--- config.mk ---
export PLATFORM = sky130hd
export DESIGN_NAME = isb_burst_ctrl
export DESIGN_NICKNAME = d
export VERILOG_FILES = /design/src/logic/isb_pkg.sv /design/src/logic/isb_burst_ctrl.sv
export SDC_FILE = /design/constraint.sdc
export NUM_CORES = 1
export LEC_CHECK = 0
export BUFFER_PORTS_ARGS = -buffer_cell sky130_fd_sc_hd__buf_2
export CORE_MARGIN = 5
export CORE_UTILIZATION = 55
export CTS_CLUSTER_DIAMETER = 100
export DETAILED_ROUTE_END_ITERATION = 7
export GPL_ROUTABILITY_DRIVEN = 0
export PLACE_DENSITY = 0.87
export SYNTH_ARGS = -nofsm -noshare
export SYNTH_HDL_FRONTEND = slang
export SYNTH_SLANG_ARGS = --single-unit
--- constraint.sdc ---
create_clock -name mclk -period 8.8 [get_ports mclk]
set_clock_uncertainty 0.2 [all_clocks]
set_input_delay 1.76 -clock mclk [delete_from_list [all_inputs] [get_ports mclk]]
set_output_delay 1.76 -clock mclk [all_outputs]
set_load 0.05 [all_outputs]
--- src/logic/isb_pkg.sv ---
// Purpose: shared constants and types for the interleaved static-column burst controller
// Assumes: one 200 MHz clock; the bus cycle is a fixed number of mclk ticks
// Notes:   bank select is the lowest word-address bit

package isb_pkg;

  // ------------------------------------------------------------
  // widths
  // ------------------------------------------------------------
  localparam int ADDR_W = 21;
  localparam int DATA_W = 32;
  localparam int COL_W = 10;
  localparam int ROW_W = 10;
  localparam int NBANK = 2;
  localparam int PH_W = 3;
  localparam int COL_LSB = 1;
  localparam int ROW_LSB = 11;

  // ------------------------------------------------------------
  // timing
  // ------------------------------------------------------------
  localparam int CLK_PERIOD_NS = 5;
  localparam int BUS_PERIOD_NS = 40;
  localparam int BUS_DIV = BUS_PERIOD_NS / CLK_PERIOD_NS;
  localparam int RAS_DLY_NS = 16;
  // least time, rounded up to whole ticks
  localparam int RAS_DLY_CYC = (RAS_DLY_NS + CLK_PERIOD_NS - 1) / CLK_PERIOD_NS;
  localparam int ACC_CYC = 2;
  localparam int FIRST_CYC = 4;
  localparam logic [PH_W-1:0] PH_LAST = PH_W'(BUS_DIV - 1);
  localparam logic [PH_W-1:0] PH_MUX = PH_W'(RAS_DLY_CYC - 1);
  localparam logic [PH_W-1:0] PH_ZERO = 3'h0;
  localparam logic [PH_W-1:0] PH_ONE = 3'h1;
  localparam logic [ADDR_W-1:0] ADDR_ONE = 21'h000001;

  // ------------------------------------------------------------
  // types
  // ------------------------------------------------------------
  typedef enum logic [2:0] {
    ST_IDLE = 3'h0,
    ST_ROW = 3'h1,
    ST_ACC1 = 3'h3,
    ST_ACC2 = 3'h2,
    ST_BURST = 3'h6,
    ST_PRE = 3'h4
  } isb_state_e;

  typedef struct packed {
    logic req_n;
    logic breq_n;
  } isb_req_s;

  typedef struct packed {
    logic rdy;
    logic back;
  } isb_resp_s;

  typedef struct packed {
    logic [NBANK-1:0] ras_n;
    logic [NBANK-1:0] cas_n;
    logic mux_col;
    logic [NBANK-1:0][COL_W-1:0] addr;
  } isb_dram_s;

  typedef struct packed {
    isb_state_e st;
    logic [PH_W-1:0] phase;
    logic [ADDR_W-1:0] cnt;
    logic is_data;
    isb_resp_s iresp;
    isb_resp_s dresp;
    logic [DATA_W-1:0] rdata;
    isb_dram_s dram;
  } isb_state_s;

endpackage

--- src/logic/isb_burst_ctrl.sv ---
// Purpose: two-bank interleaved static-column dram controller for burst reads
// Assumes: requests and bank data come from logic on mclk; refresh and writes live elsewhere
// Notes:   one bus cycle is BUS_DIV ticks of mclk, marked by the phase divider

`timescale 1ns/1ps
`default_nettype none

// Functional notes
// - decode cycle samples the request, then loads the address counter.
// - row address shown from start of the next cycle, column later in it.
// - row strobe goes low in row cycle; a timed delay then selects column.
// - first bank access takes two bus cycles after the row cycle.
// - first word is delivered at the end of the fourth bus cycle.
// - every later bank access in a burst also lasts two bus cycles.
// - banks alternate so one burst word arrives every bus cycle.
// - response outputs are registered and valid in every cycle, decode too.
// - with instruction requests idle, data requests alone are served.
module isb_burst_ctrl
  import isb_pkg::*;
(
  // clock and reset
  input wire logic mclk,
  input wire logic nrst,
  // processor requests
  input wire isb_req_s ireq,
  input wire isb_req_s dreq,
  input wire logic [ADDR_W-1:0] req_addr,
  // bank read data
  input wire logic [NBANK-1:0][DATA_W-1:0] bank_rdata,
  // processor responses
  output isb_resp_s iresp,
  output isb_resp_s dresp,
  output logic [DATA_W-1:0] rdata,
  // dram array
  output isb_dram_s dram
);

  // ------------------------------------------------------------
  // state
  // ------------------------------------------------------------
  isb_state_s s;
  isb_state_s next_s;
  logic tick;
  logic want_i;
  logic want_d;
  logic load;
  logic deliver;
  logic go_on;
  logic cur_breq;
  logic [ADDR_W-1:0] next_cnt;
  logic next_mux;
  logic [NBANK-1:0][COL_W-1:0] next_addr;

  assign tick = (s.phase == PH_LAST);
  assign want_i = !ireq.req_n;
  assign want_d = !dreq.req_n;
  assign load = tick && (s.st == ST_IDLE) && (want_i || want_d);
  assign deliver = tick && ((s.st == ST_ACC2) || (s.st == ST_BURST));
  assign cur_breq = s.is_data ? !dreq.breq_n : !ireq.breq_n;
  // a data request ends an instruction burst; both cannot share the array
  assign go_on = cur_breq && !(!s.is_data && want_d);
  assign next_cnt = load ? req_addr : (deliver ? s.cnt + ADDR_ONE : s.cnt);
  assign next_mux = ((s.st == ST_ROW) && (s.phase == PH_MUX)) || (s.dram.mux_col && !(deliver && !go_on));

  // ------------------------------------------------------------
  // per-bank address
  // ------------------------------------------------------------
  genvar b;
  generate
    for (b = 0; b < NBANK; b++) begin : g_bank
      logic [ADDR_W-1:0] word;
      // each bank holds its next word
      assign word = next_cnt + ((next_cnt[0] != 1'(b)) ? ADDR_ONE : '0);
      assign next_addr[b] = next_mux ? word[COL_LSB +: COL_W] : next_cnt[ROW_LSB +: ROW_W];
    end
  endgenerate

  // ------------------------------------------------------------
  // next state
  // ------------------------------------------------------------
  always_comb begin
    next_s = s;
    next_s.phase = tick ? PH_ZERO : s.phase + PH_ONE;
    next_s.cnt = next_cnt;
    next_s.dram.mux_col = next_mux;
    next_s.dram.cas_n = {NBANK{!next_mux}};
    next_s.dram.addr = next_addr;
    if (tick) begin
      next_s.iresp.rdy = 1'b0;
      next_s.dresp.rdy = 1'b0;
    end
    case (s.st)
      ST_IDLE: begin
        if (load) begin
          next_s.is_data = want_d;
          next_s.st = ST_ROW;
          next_s.dram.ras_n = '0;
        end
      end
      ST_ROW: begin
        if (tick) begin
          next_s.st = ST_ACC1;
        end
      end
      ST_ACC1: begin
        if (tick) begin
          next_s.st = ST_ACC2;
          next_s.iresp.back = !s.is_data && go_on;
          next_s.dresp.back = s.is_data && go_on;
        end
      end
      ST_ACC2, ST_BURST: begin
        if (deliver) begin
          next_s.rdata = bank_rdata[s.cnt[0]];
          next_s.iresp.rdy = !s.is_data;
          next_s.dresp.rdy = s.is_data;
          next_s.st = go_on ? ST_BURST : ST_PRE;
          next_s.iresp.back = !s.is_data && go_on;
          next_s.dresp.back = s.is_data && go_on;
          if (!go_on) begin
            next_s.dram.ras_n = '1;
          end
        end
      end
      ST_PRE: begin
        // one idle cycle lets the row strobe precharge
        if (tick) begin
          next_s.st = ST_IDLE;
        end
      end
      default: begin
        next_s.st = ST_IDLE;
      end
    endcase
  end

  always_ff @(posedge mclk) begin
    if (!nrst) begin
      s <= '{st: ST_IDLE, phase: PH_ZERO, cnt: '0, is_data: 1'b0, iresp: '0, dresp: '0,
             rdata: '0, dram: '{ras_n: '1, cas_n: '1, mux_col: 1'b0, addr: '0}};
    end else begin
      s <= next_s;
    end
  end

  assign iresp = s.iresp;
  assign dresp = s.dresp;
  assign rdata = s.rdata;
  assign dram = s.dram;

  // ------------------------------------------------------------
  // checks
  // ------------------------------------------------------------
  localparam int FIRST_DLY = (FIRST_CYC - 1) * BUS_DIV;
  localparam int ACC_DLY = ACC_CYC * BUS_DIV;
endmodule

`default_nettype wire

# Word-level counts from Yosys, hierarchy flattened
# Index checks and enable logic that the tools add are counted.
[op_classes] add_sub_neg=4 magnitude_cmp=1 eq_ne=13 mux=28 bitwise_logic=1 reduce_logical=32
[ops] op="$mux 32" count=2
[ops] op="$mux 21" count=2
[ops] op="$mux 38" count=1
[ops] op="$add 11x1->11" count=2
[ops] op="$add 21x1->21 const B" count=1
[ops] op="$mux 10" count=2
[ops] op="$mux 3" count=5
[ops] op="$pmux 3 s5" count=1
[ops] op="$ne 2x2->1 const B" count=6
[ops] op="$logic_and 1x1->1" count=10
[ops] op="$eq 3x2->1 const B" count=3
[ops] op="$eq 3x3->1 const B" count=3
[ops] op="$logic_not 1->1" count=9
[ops] op="$mux 1" count=9
[ops] op="$mux 2" count=3
[ops] op="$reduce_and 5->1" count=1
[ops] op="$pmux 1 s2" count=2
[ops] op="$pmux 2 s2" count=1
[ops] op="$reduce_and 2->1" count=2
[ops] op="$reduce_and 4->1" count=1
[ops] op="$reduce_bool 2->1" count=2
[ops] op="$reduce_or 2->1" count=2
[ops] op="$add 3x1->3 const B" count=1
[ops] op="$eq 3x1->1 const B" count=1
[ops] op="other kinds (5)" count=7
[totals] ff_bits=88 inputBits=91 output_inout_bits=61 elab_cells=93

# Longest topological paths before layout
# Gate-level depths: netlist (run 1).
[logic_depth] ltp_word=10 depth_mapped=12 mapped_depth_nobuf=11

# Least setup slack after synthesis (run 1)
# Ideal clock, no wire load.
[synth_path] kind="in2reg" startpoint="input dreq[1] (netlist bit)" endpoint="register s (netlist bit dram[9])" setup_ns=0.124 t_arrival_ns=3.303 required_ns=8.476 path_slack_ns=5.173 path_stages=10 n_path_buf=1 cell_sequence="and2_1 clkbuf_1 nor3_1 a31oi_2 ha_1 nand3_1 o22ai_1 and4bb_2 xor2_1 o21ai_0"
[synth_between] elab_chain_len=10 elab_cells_between_ends=15 cone_classes="add/sub (1); mux (3); reduce/logical (11)"
[synth_rtl] element="start: declaration" line="isb_burst_ctrl.sv:26" rtl="input wire isb_req_s dreq,"
[synth_rtl] element="$logic_not 1->1 *" line="isb_burst_ctrl.sv:56" rtl="assign want_d = !dreq.req_n;"
[synth_rtl] element="branches (longest 8 deep; another with $add 11x1->11)"
[synth_rtl] element="$mux 10 *" line="isb_burst_ctrl.sv:74" rtl="assign next_addr[b] = next_mux ? word[COL_LSB +: COL_W] : next_cnt[ROW_LSB +: ROW_W];"
[synth_rtl] element="end signal: assignment" line="isb_burst_ctrl.sv:139" rtl="s <= '{st: ST_IDLE, phase: PH_ZERO, cnt: '0, is_data: 1'b0, iresp: '0, dresp: '0,"
[synth_rtl] element="end signal: assignment" line="isb_burst_ctrl.sv:142" rtl="s <= next_s;"
[synth_rtl] element="end: declaration" line="isb_burst_ctrl.sv:41" rtl="isb_state_s s;"
# Every way passes the cells marked *.
# A chain may end at the register's enable or synchronous reset.

# Final worst setup path (run 1)
# Ends and elaborated chain as after synthesis.

==> results of run 1 <==
## state kept, by name (all words and copies together) (netlist names)
name,flops
dram,23
dresp,2
iresp,2
rdata,32
s,28
## cell usage after synthesis (all sizes together) (5+ instances only)
cell    number
a21oi       25
o21ai       17
ha           5
mux2i       38
nor4         7
nor3        12
nand4        6
nand3       14
nand2       43
dfxtp       87
nor2        59
xor2        10
xnor2       10
buf         74
clkbuf      17
and2        15
a211oi      36
inv          7
## placed cells by master, fill, tap and decap left out, drive strengths merged, types with 5 or more instances in the layout
cell type and n:
a211oi 36, a21oi 25, and2 15, buf 152, clkbuf 11, dfxtp 87
ha 5, inv 7, mux2i 38, nand2 43, nand3 14, nand4 6
nor2 59, nor3 12, nor4 7, o21ai 17, xnor2 10, xor2 10
## metrics by stage
stage | instances | power, uW | utilization, % | instance area [um^2]
floorplan | 524 | 434 | - | 4590
global placement | 690 | 457 | 59.8 | 4890
detailed placement | 690 | 458 | 59.8 | 4890
CTS | 705 | 732 | 62.2 | 5080
global route | 705 | 756 | 62.2 | 5080
finish | 705 | 730 | 62.2 | 5080
## metal layers
layer | track usage [%] | routed length [um]
met5 | 0 | 0
met4 | 7.77 | 289
met3 | 4.96 | 916
met2 | 34.7 | 5400
met1 | 27.5 | 4590
## how the worst min path moves through the flow
stage	depth (start not counted)	from	endpoint	slack [ns]
finish	1	s[83]	s[83]	0.22
global placement	1	s[83]	s[83]	0.21
floorplan	1	s[83]	s[83]	0.20
global route	1	s[83]	s[83]	0.24
CTS	1	s[83]	s[83]	0.22
detailed placement	1	s[83]	s[83]	0.21
## critical path: stages
cell and delay, ns:
sky130_fd_sc_hd__buf_2 0.12, sky130_fd_sc_hd__nand2_1 0.15, sky130_fd_sc_hd__nand2_2 0.46, sky130_fd_sc_hd__a31oi_2 0.43, sky130_fd_sc_hd__ha_1 0.28, sky130_fd_sc_hd__nand3_1 0.09, sky130_fd_sc_hd__o22ai_1 0.25, sky130_fd_sc_hd__and4bb_2 0.28
sky130_fd_sc_hd__xor2_1 0.14, sky130_fd_sc_hd__o21ai_0 0.08
## cells by family (layout without fill, tap and decap cells)
kind of cell / count (synthesis) / after routing / share of synthesized area (%)
muxes: 38 / 38 / 8.29
AOI/OAI and AO/OA: 100 / 100 / 15.3
buffers and inverters: 98 / 174 / 13.6
xor gates and xnor gates: 20 / 20 / 3.82
and+or+nand+nor: 176 / 176 / 19.6
adders and majority gates: 5 / 5 / 1.36
DFF: 87 / 87 / 38.0
## area by class of cell
type                    instances  area, um^2  area share [%]
multi-input cells             339        2220            43.7
clock buffers                  11         151            2.98
repair buffers                152         763            15.0
inverters                       7        26.3           0.517
clock inverters                 4        45.0           0.886
well taps                     105         131            2.58
flip-flops and latches         87        1740            34.3
## power by group through the flow
| stage | logic [uW] | registers (uW) | clock network (uW) |
|---|---|---|---|
| finish | 51.0 | 398 | 281 |
| global route | 55.9 | 399 | 302 |
| CTS | 50.8 | 398 | 283 |
| detailed placement | 50.6 | 408 | 0 |
| global placement | 49.0 | 407 | 0 |
| floorplan | 26.8 | 407 | 0 |
==> results.txt, run 1 <==
- Source of the worst register-to-register timing path: s[83]
* Final Routed Wirelength: 11200 um
- Area of the die: 10300 um^2
- Number of antenna diodes: 0
* Arrival time at the worst endpoint: a little over 4 ns
- Hold repair after CTS inserted 0 buffers.
- STA classifies the critical path endpoint as a flip-flop.
* Worst slew margin relative to its limit: 27.1%
- Sequential Power Share: 54.6%
* TritonCTS clock tree: built
* Number of rows in the core area: 33
- Static power due to leakage: between 0.002 and 0.0025 uW
- Post-synth net total: 620
* Critical path destination: dram[9]
- Post_cts resized: 0
- The worst path in the final design needs a cycle of 4.03 ns, including I/O delays and setup.
- Counting every sink on the clock net gives 87.
- Run status: finished, final reports clean
- Setup violations remaining at the end of the flow were counted as 0.
- Synthesis inferred 87 register bits.
* Vias post-DR: 3868
- In this run the register-to-register setup slack is just under 5 ns.
* Count of max-cap constraint violations: 0
* CP max FO: 39
- Combinational logic is responsible for approximately 7% of the overall power.
- Slew of the pin with the lowest slew margin: 1.09 ns
- In the routed layout, each cell is associated on average with a via count of 5.49.
- Filler Cells Inserted: 714
- Internal power comes to 563 uW.
- The number of slew-limit violations in the final report was 0.
- The worst path meets setup with 4.77 ns of slack.
- Post-DP HPWL: about 8300 um
- Setup total negative slack: 0 ns
- Synth Instances: about 520
* Vias in the first global route: approximately 3700
- Synth warn: 0
- For this run, the total global-route usage over all layers was measured as around a fifth.
- Of the total power, the clock network draws 38.5%.
* Worst-case setup slack after placement: ~4.4 ns
- Area share of the largest cell type after synthesis: 38.0%
- Power density relative to cell area: 144 nW/um^2
- Seq/Total Area, Yosys: 38.0%
- Number of primary I/O pins: 152
* Syn_area_per_cell: around 8.8 um^2
- Cells with a size suffix above 1 make up 31.2% of the layout.
- Detailed-route DRC error count: 0
- The longest clock path from root to sink contains 2 buffers.
- Once the floorplan was initialized, standard cells occupied 56.1% of the core.
- Across the VDD grid, the largest voltage drop is 0.0987 mV.
* Final-report hold violation count: 0
* Switching power share of the total: 22.8%
- The tree is rooted in a sky130_fd_sc_hd__clkbuf_8.
- The synthesized design contains 0 enable-type register cells.
* Height of the die: 101 um
- Startpoint-to-endpoint class of the critical path: input port to flip-flop
* Worst r2r dst: dram[9]
- 1st-iter DRT viols: ~210
- Once detail routing completed, the nets flagged for antenna violations numbered 0.
- Compared with the post-synthesis result, the final layout area differs by 10.8%.
- The synthesized netlist occupies a cell area of 4590 um^2.
- Port buffering added roughly 150 buffers.
- From left edge to right edge, the die measures 101 um.
- Number of iterations in the first detailed-routing pass: 7
- Grt total ovfl: 0
- Reg clk slew, reported paths: 0.09 ns
- TritonCTS created 9 clock buffers.
- Of all flip-flops after synthesis, the portion carrying an async set or reset was 0%.
* Later-pin clock latency in the skew report: 0.35 ns
- The core region is about 8200 um^2.
- In the synthesized netlist the dominant register cell turns out to be sky130_fd_sc_hd__dfxtp_1.
- By area the synthesized netlist is led by sky130_fd_sc_hd__dfxtp_1 (38%), sky130_fd_sc_hd__buf_4 (10%), sky130_fd_sc_hd__mux2i_1 (8.3%), sky130_fd_sc_hd__a211oi_1 (5.9%), sky130_fd_sc_hd__nor2_1 (4.8%).
* Final Hold Slack: around 0.22 ns
- The most critical setup path has its startpoint at dreq[1].
- Net switching power figure: 167 uW
- Leading area contributor after synthesis: sky130_fd_sc_hd__dfxtp_1
- Wire length of the first global-routing pass: 17700 um
* Depth of the worst register-to-register path: 11
* Total number of H-tree levels: 3
* Required arrival time at the worst endpoint: just under 9 ns
- Post CTS Setup Buffer Count: 0
- Class of the most critical hold timing path: flip-flop to flip-flop
- Routed length per instance: 15.9 um
- Post-layout nets: 692
- The final critical path takes up between 40 and 50% of the cycle.
- FMAX: 0.248 GHz
* Number of distinct standard cells referenced by the synthesized netlist: 58
* Number of antenna violations at the first check in global routing: 0
- Launching element type of the critical path: input port
* Pin count of the biggest net entering global routing: between 60 and 70
- Setup repair after global routing left no endpoint under its margin.
Note: power is estimated with default switching activity, not from simulation.
==> run 2: changes to the inputs <==
--- a/config.mk
+++ b/config.mk
@@ -7,11 +7,11 @@
 export LEC_CHECK = 0
 export BUFFER_PORTS_ARGS = -buffer_cell sky130_fd_sc_hd__buf_2
 export CORE_MARGIN = 5
-export CORE_UTILIZATION = 55
+export CORE_UTILIZATION = 46
 export CTS_CLUSTER_DIAMETER = 100
 export DETAILED_ROUTE_END_ITERATION = 7
 export GPL_ROUTABILITY_DRIVEN = 0
-export PLACE_DENSITY = 0.87
+export PLACE_DENSITY = 0.78
 export SYNTH_ARGS = -nofsm -noshare
 export SYNTH_HDL_FRONTEND = slang
 export SYNTH_SLANG_ARGS = --single-unit
==> constraint.sdc (replaced) <==
create_clock -name mclk -period 3.33 [get_ports mclk]
set_clock_uncertainty 0.2 [all_clocks]
set_input_delay 0.666 -clock mclk [delete_from_list [all_inputs] [get_ports mclk]]
set_output_delay 0.666 -clock mclk [all_outputs]
set_load 0.05 [all_outputs]
==> results.txt, run 2 (synthesis gave the netlist of run 1 again) <==
- The top cell types in the final layout, fill and taps aside, are sky130_fd_sc_hd__buf_2 (151), sky130_fd_sc_hd__dfxtp_1 (86), sky130_fd_sc_hd__nor2_1 (59), sky130_fd_sc_hd__nand2_1 (41), sky130_fd_sc_hd__mux2i_1 (38).
- After detailed routing, the average wire length per cell comes to about 15 um.
- Share of layout cells above drive strength 1: around a third
- Clock Tree Buf Depth: 2
- CTS hold repair buffers: 0
- Sinks on the clock net: 87
- Summed over all nets, the half-perimeter wirelength after detailed placement is 8610 um.
- Setup violators final: 0
* Port Buf Inserts: around 150
- For this run, global-route usage on met1 was measured as 23.7%.
- 0 antenna diodes ended up in the layout.
- Period Utilization, post-route: 92.7%
- Filler Cells Inserted: 926
* FMAX: between 0.3 and 0.4 GHz
- The tightest hold path in the finished design has a slack of ~0.24 ns.
- The first global-routing pass estimated 17500 um of wire.
* TritonCTS clock tree: built
- Once the floorplan was initialized, standard cells occupied 47.1% of the core.
- Setup crit end kind: flip-flop
- Placeable Area: 9730 um^2
* Slew of the pin with the lowest slew margin: ~0.64 ns
* Master cell of the clock root buffer: sky130_fd_sc_hd__clkbuf_8
- Setup repair after global routing left no endpoint under its margin.
- Stage delay of the slowest cell on the critical path: 0.35 ns
- After global routing, the most crowded layer is met2.
- Dominant delay contributor by cell family on the critical path: adder cells
- Dominant cell type by count on the critical path: sky130_fd_sc_hd__ha_1
- In this run the horizontal extent of the chip is 110 um.
- Run status: finished, final reports clean
- The detailed router placed 3945 vias in this run.
- Post-layout worst setup margin: 0.244 ns
- Later-pin clock latency in the skew report: approximately 0.36 ns
* Via/cell ratio: 5.28
* Commonest non-fill, non-tap cell in the layout: sky130_fd_sc_hd__buf_2
- The number of buffers and inverters on the critical path is 1.
- The final layout contains 705 nets.
- By startpoint and endpoint, the worst setup path is classified as flip-flop to flip-flop.
* Setup total negative slack: 0 ns
* Worst slew margin relative to its limit: 57.6%
* Power density relative to cell area: 404 nW/um^2
- Worst-case setup slack after placement: ~0.30 ns
- Post-route antenna net violation count: 0
- The initial antenna violation count was 0.
- Global routing usage summed across all routing layers: 18.3%
- In this run the worst hold path is classified as flip-flop to flip-flop.
* Launching element type of the critical path: flip-flop
- Global routing consumed, on the met3 layer, under 10% of the routing resources.
- The number of slew-limit violations in the final report was 0.
- Area of the die: 12100 um^2
* Count of max-cap constraint violations: 0
- The number of clock buffers added by TritonCTS is 9.
* Depth of the worst register-to-register path: 12
* Vias in the first global route: 3731
* Period minus WS final: just over 3 ns
- Pin count of the biggest net entering global routing: 66
* Number of rows in the core area: 36
- Static power due to leakage: approximately 0.0022 uW
- For this block, the initial DRC count from the detailed router was 174.
- Required arrival time at the worst endpoint: 3.37 ns
- Height of the die: around 110 um
* GR Layer Usage met2: 28.9%
* CP max FO: 8
* Critical Path Slowest Stage Cell: sky130_fd_sc_hd__dfxtp_1
- From synthesis to final layout, the design area changed by 15.3%.
- The routed design has 11300 um of wire.
- Worst vdd rail ir drop: 0.221 mV
- Along the worst hold path, the cell count comes to 1.
* Number of iterations in the first detailed-routing pass: 5
- In the routed design, unresolved DRC markers number 0.
- Largest register FFs: 32
- Total number of H-tree levels: 3
* Arrival time at the worst endpoint: about 3.1 ns
* Reg clk slew, reported paths: 0.08 ns
- In this run the count of I/O pins placed on the die edge is 152.
* Total number of cells along the worst setup path: 12
- Cells traversed along the worst timing path: ha_1 > ha_1 > buf_4 > and3b_2 > nand2_1 > a31oi_2 > ha_1 > nand3_1 > o22ai_1 > and4bb_2 > xor2_1 > o21ai_0
- Final-report hold violation count: 0
- After global routing the overflow that remains totals 0.
run 2: cell types whose count changed in the layout (fill, tap and decap cells not counted), sizes merged:
| cell | delta |
|---|---|
| buf | +13 |
| bufinv | +3 |
| clkinv | -2 |
| clkbuf | -1 |
| clkinvlp | +1 |
run 2: final cells by class:
class / count / area [um^2] / share of cell area (%)
clock inverters: 6 / 133 / 2.51
inverters: 7 / 26.3 / 0.497
clock buffers: 10 / 128 / 2.41
flip-flops and latches: 87 / 1740 / 33.0
multi-input cells: 339 / 2230 / 42.2
repair buffers: 165 / 861 / 16.3
well taps: 133 / 166 / 3.15
run 2: metal layers:
layer  wire (um)  vias to the layer above  part of all wire [%]
met2        5530                      153                    49
met3         805                       28                   7.1
met5           0                        -                     0
met1        4660                     1824                    41
met4         297                        0                   2.6
li1            -                     1940                     -
run 2: worst paths after layout:
path          from       to  slack, ns
max          s[83]  dram[9]       0.24
min          s[83]    s[83]       0.24
max reg2reg  s[83]  dram[9]       0.24
min reg2reg  s[83]    s[83]       0.24
run 2: what timing repair did:
item,in CTS,in global routing
setup buffers,0,0
gates resized for setup,0,1
endpoints found under the setup margin,0,1
run 2: report_power, final:
group | switching (uW) | total (uW) | internal [uW]
logic | 73.8 | 137 | 63.6
clock network | 375 | 948 | 573
registers | 5.26 | 1050 | 1050
total | 454 | 2140 | 1680
run 2: metrics by stage:
stage	std cells	util (%)	total power [uW]	area, um^2
after floorplan	524	-	1150	4590
after global placement	731	51.6	1210	5020
after detailed placement	731	51.6	1210	5020
after CTS	747	54.3	2160	5280
after global routing	747	54.3	2210	5290
final	747	54.3	2140	5290
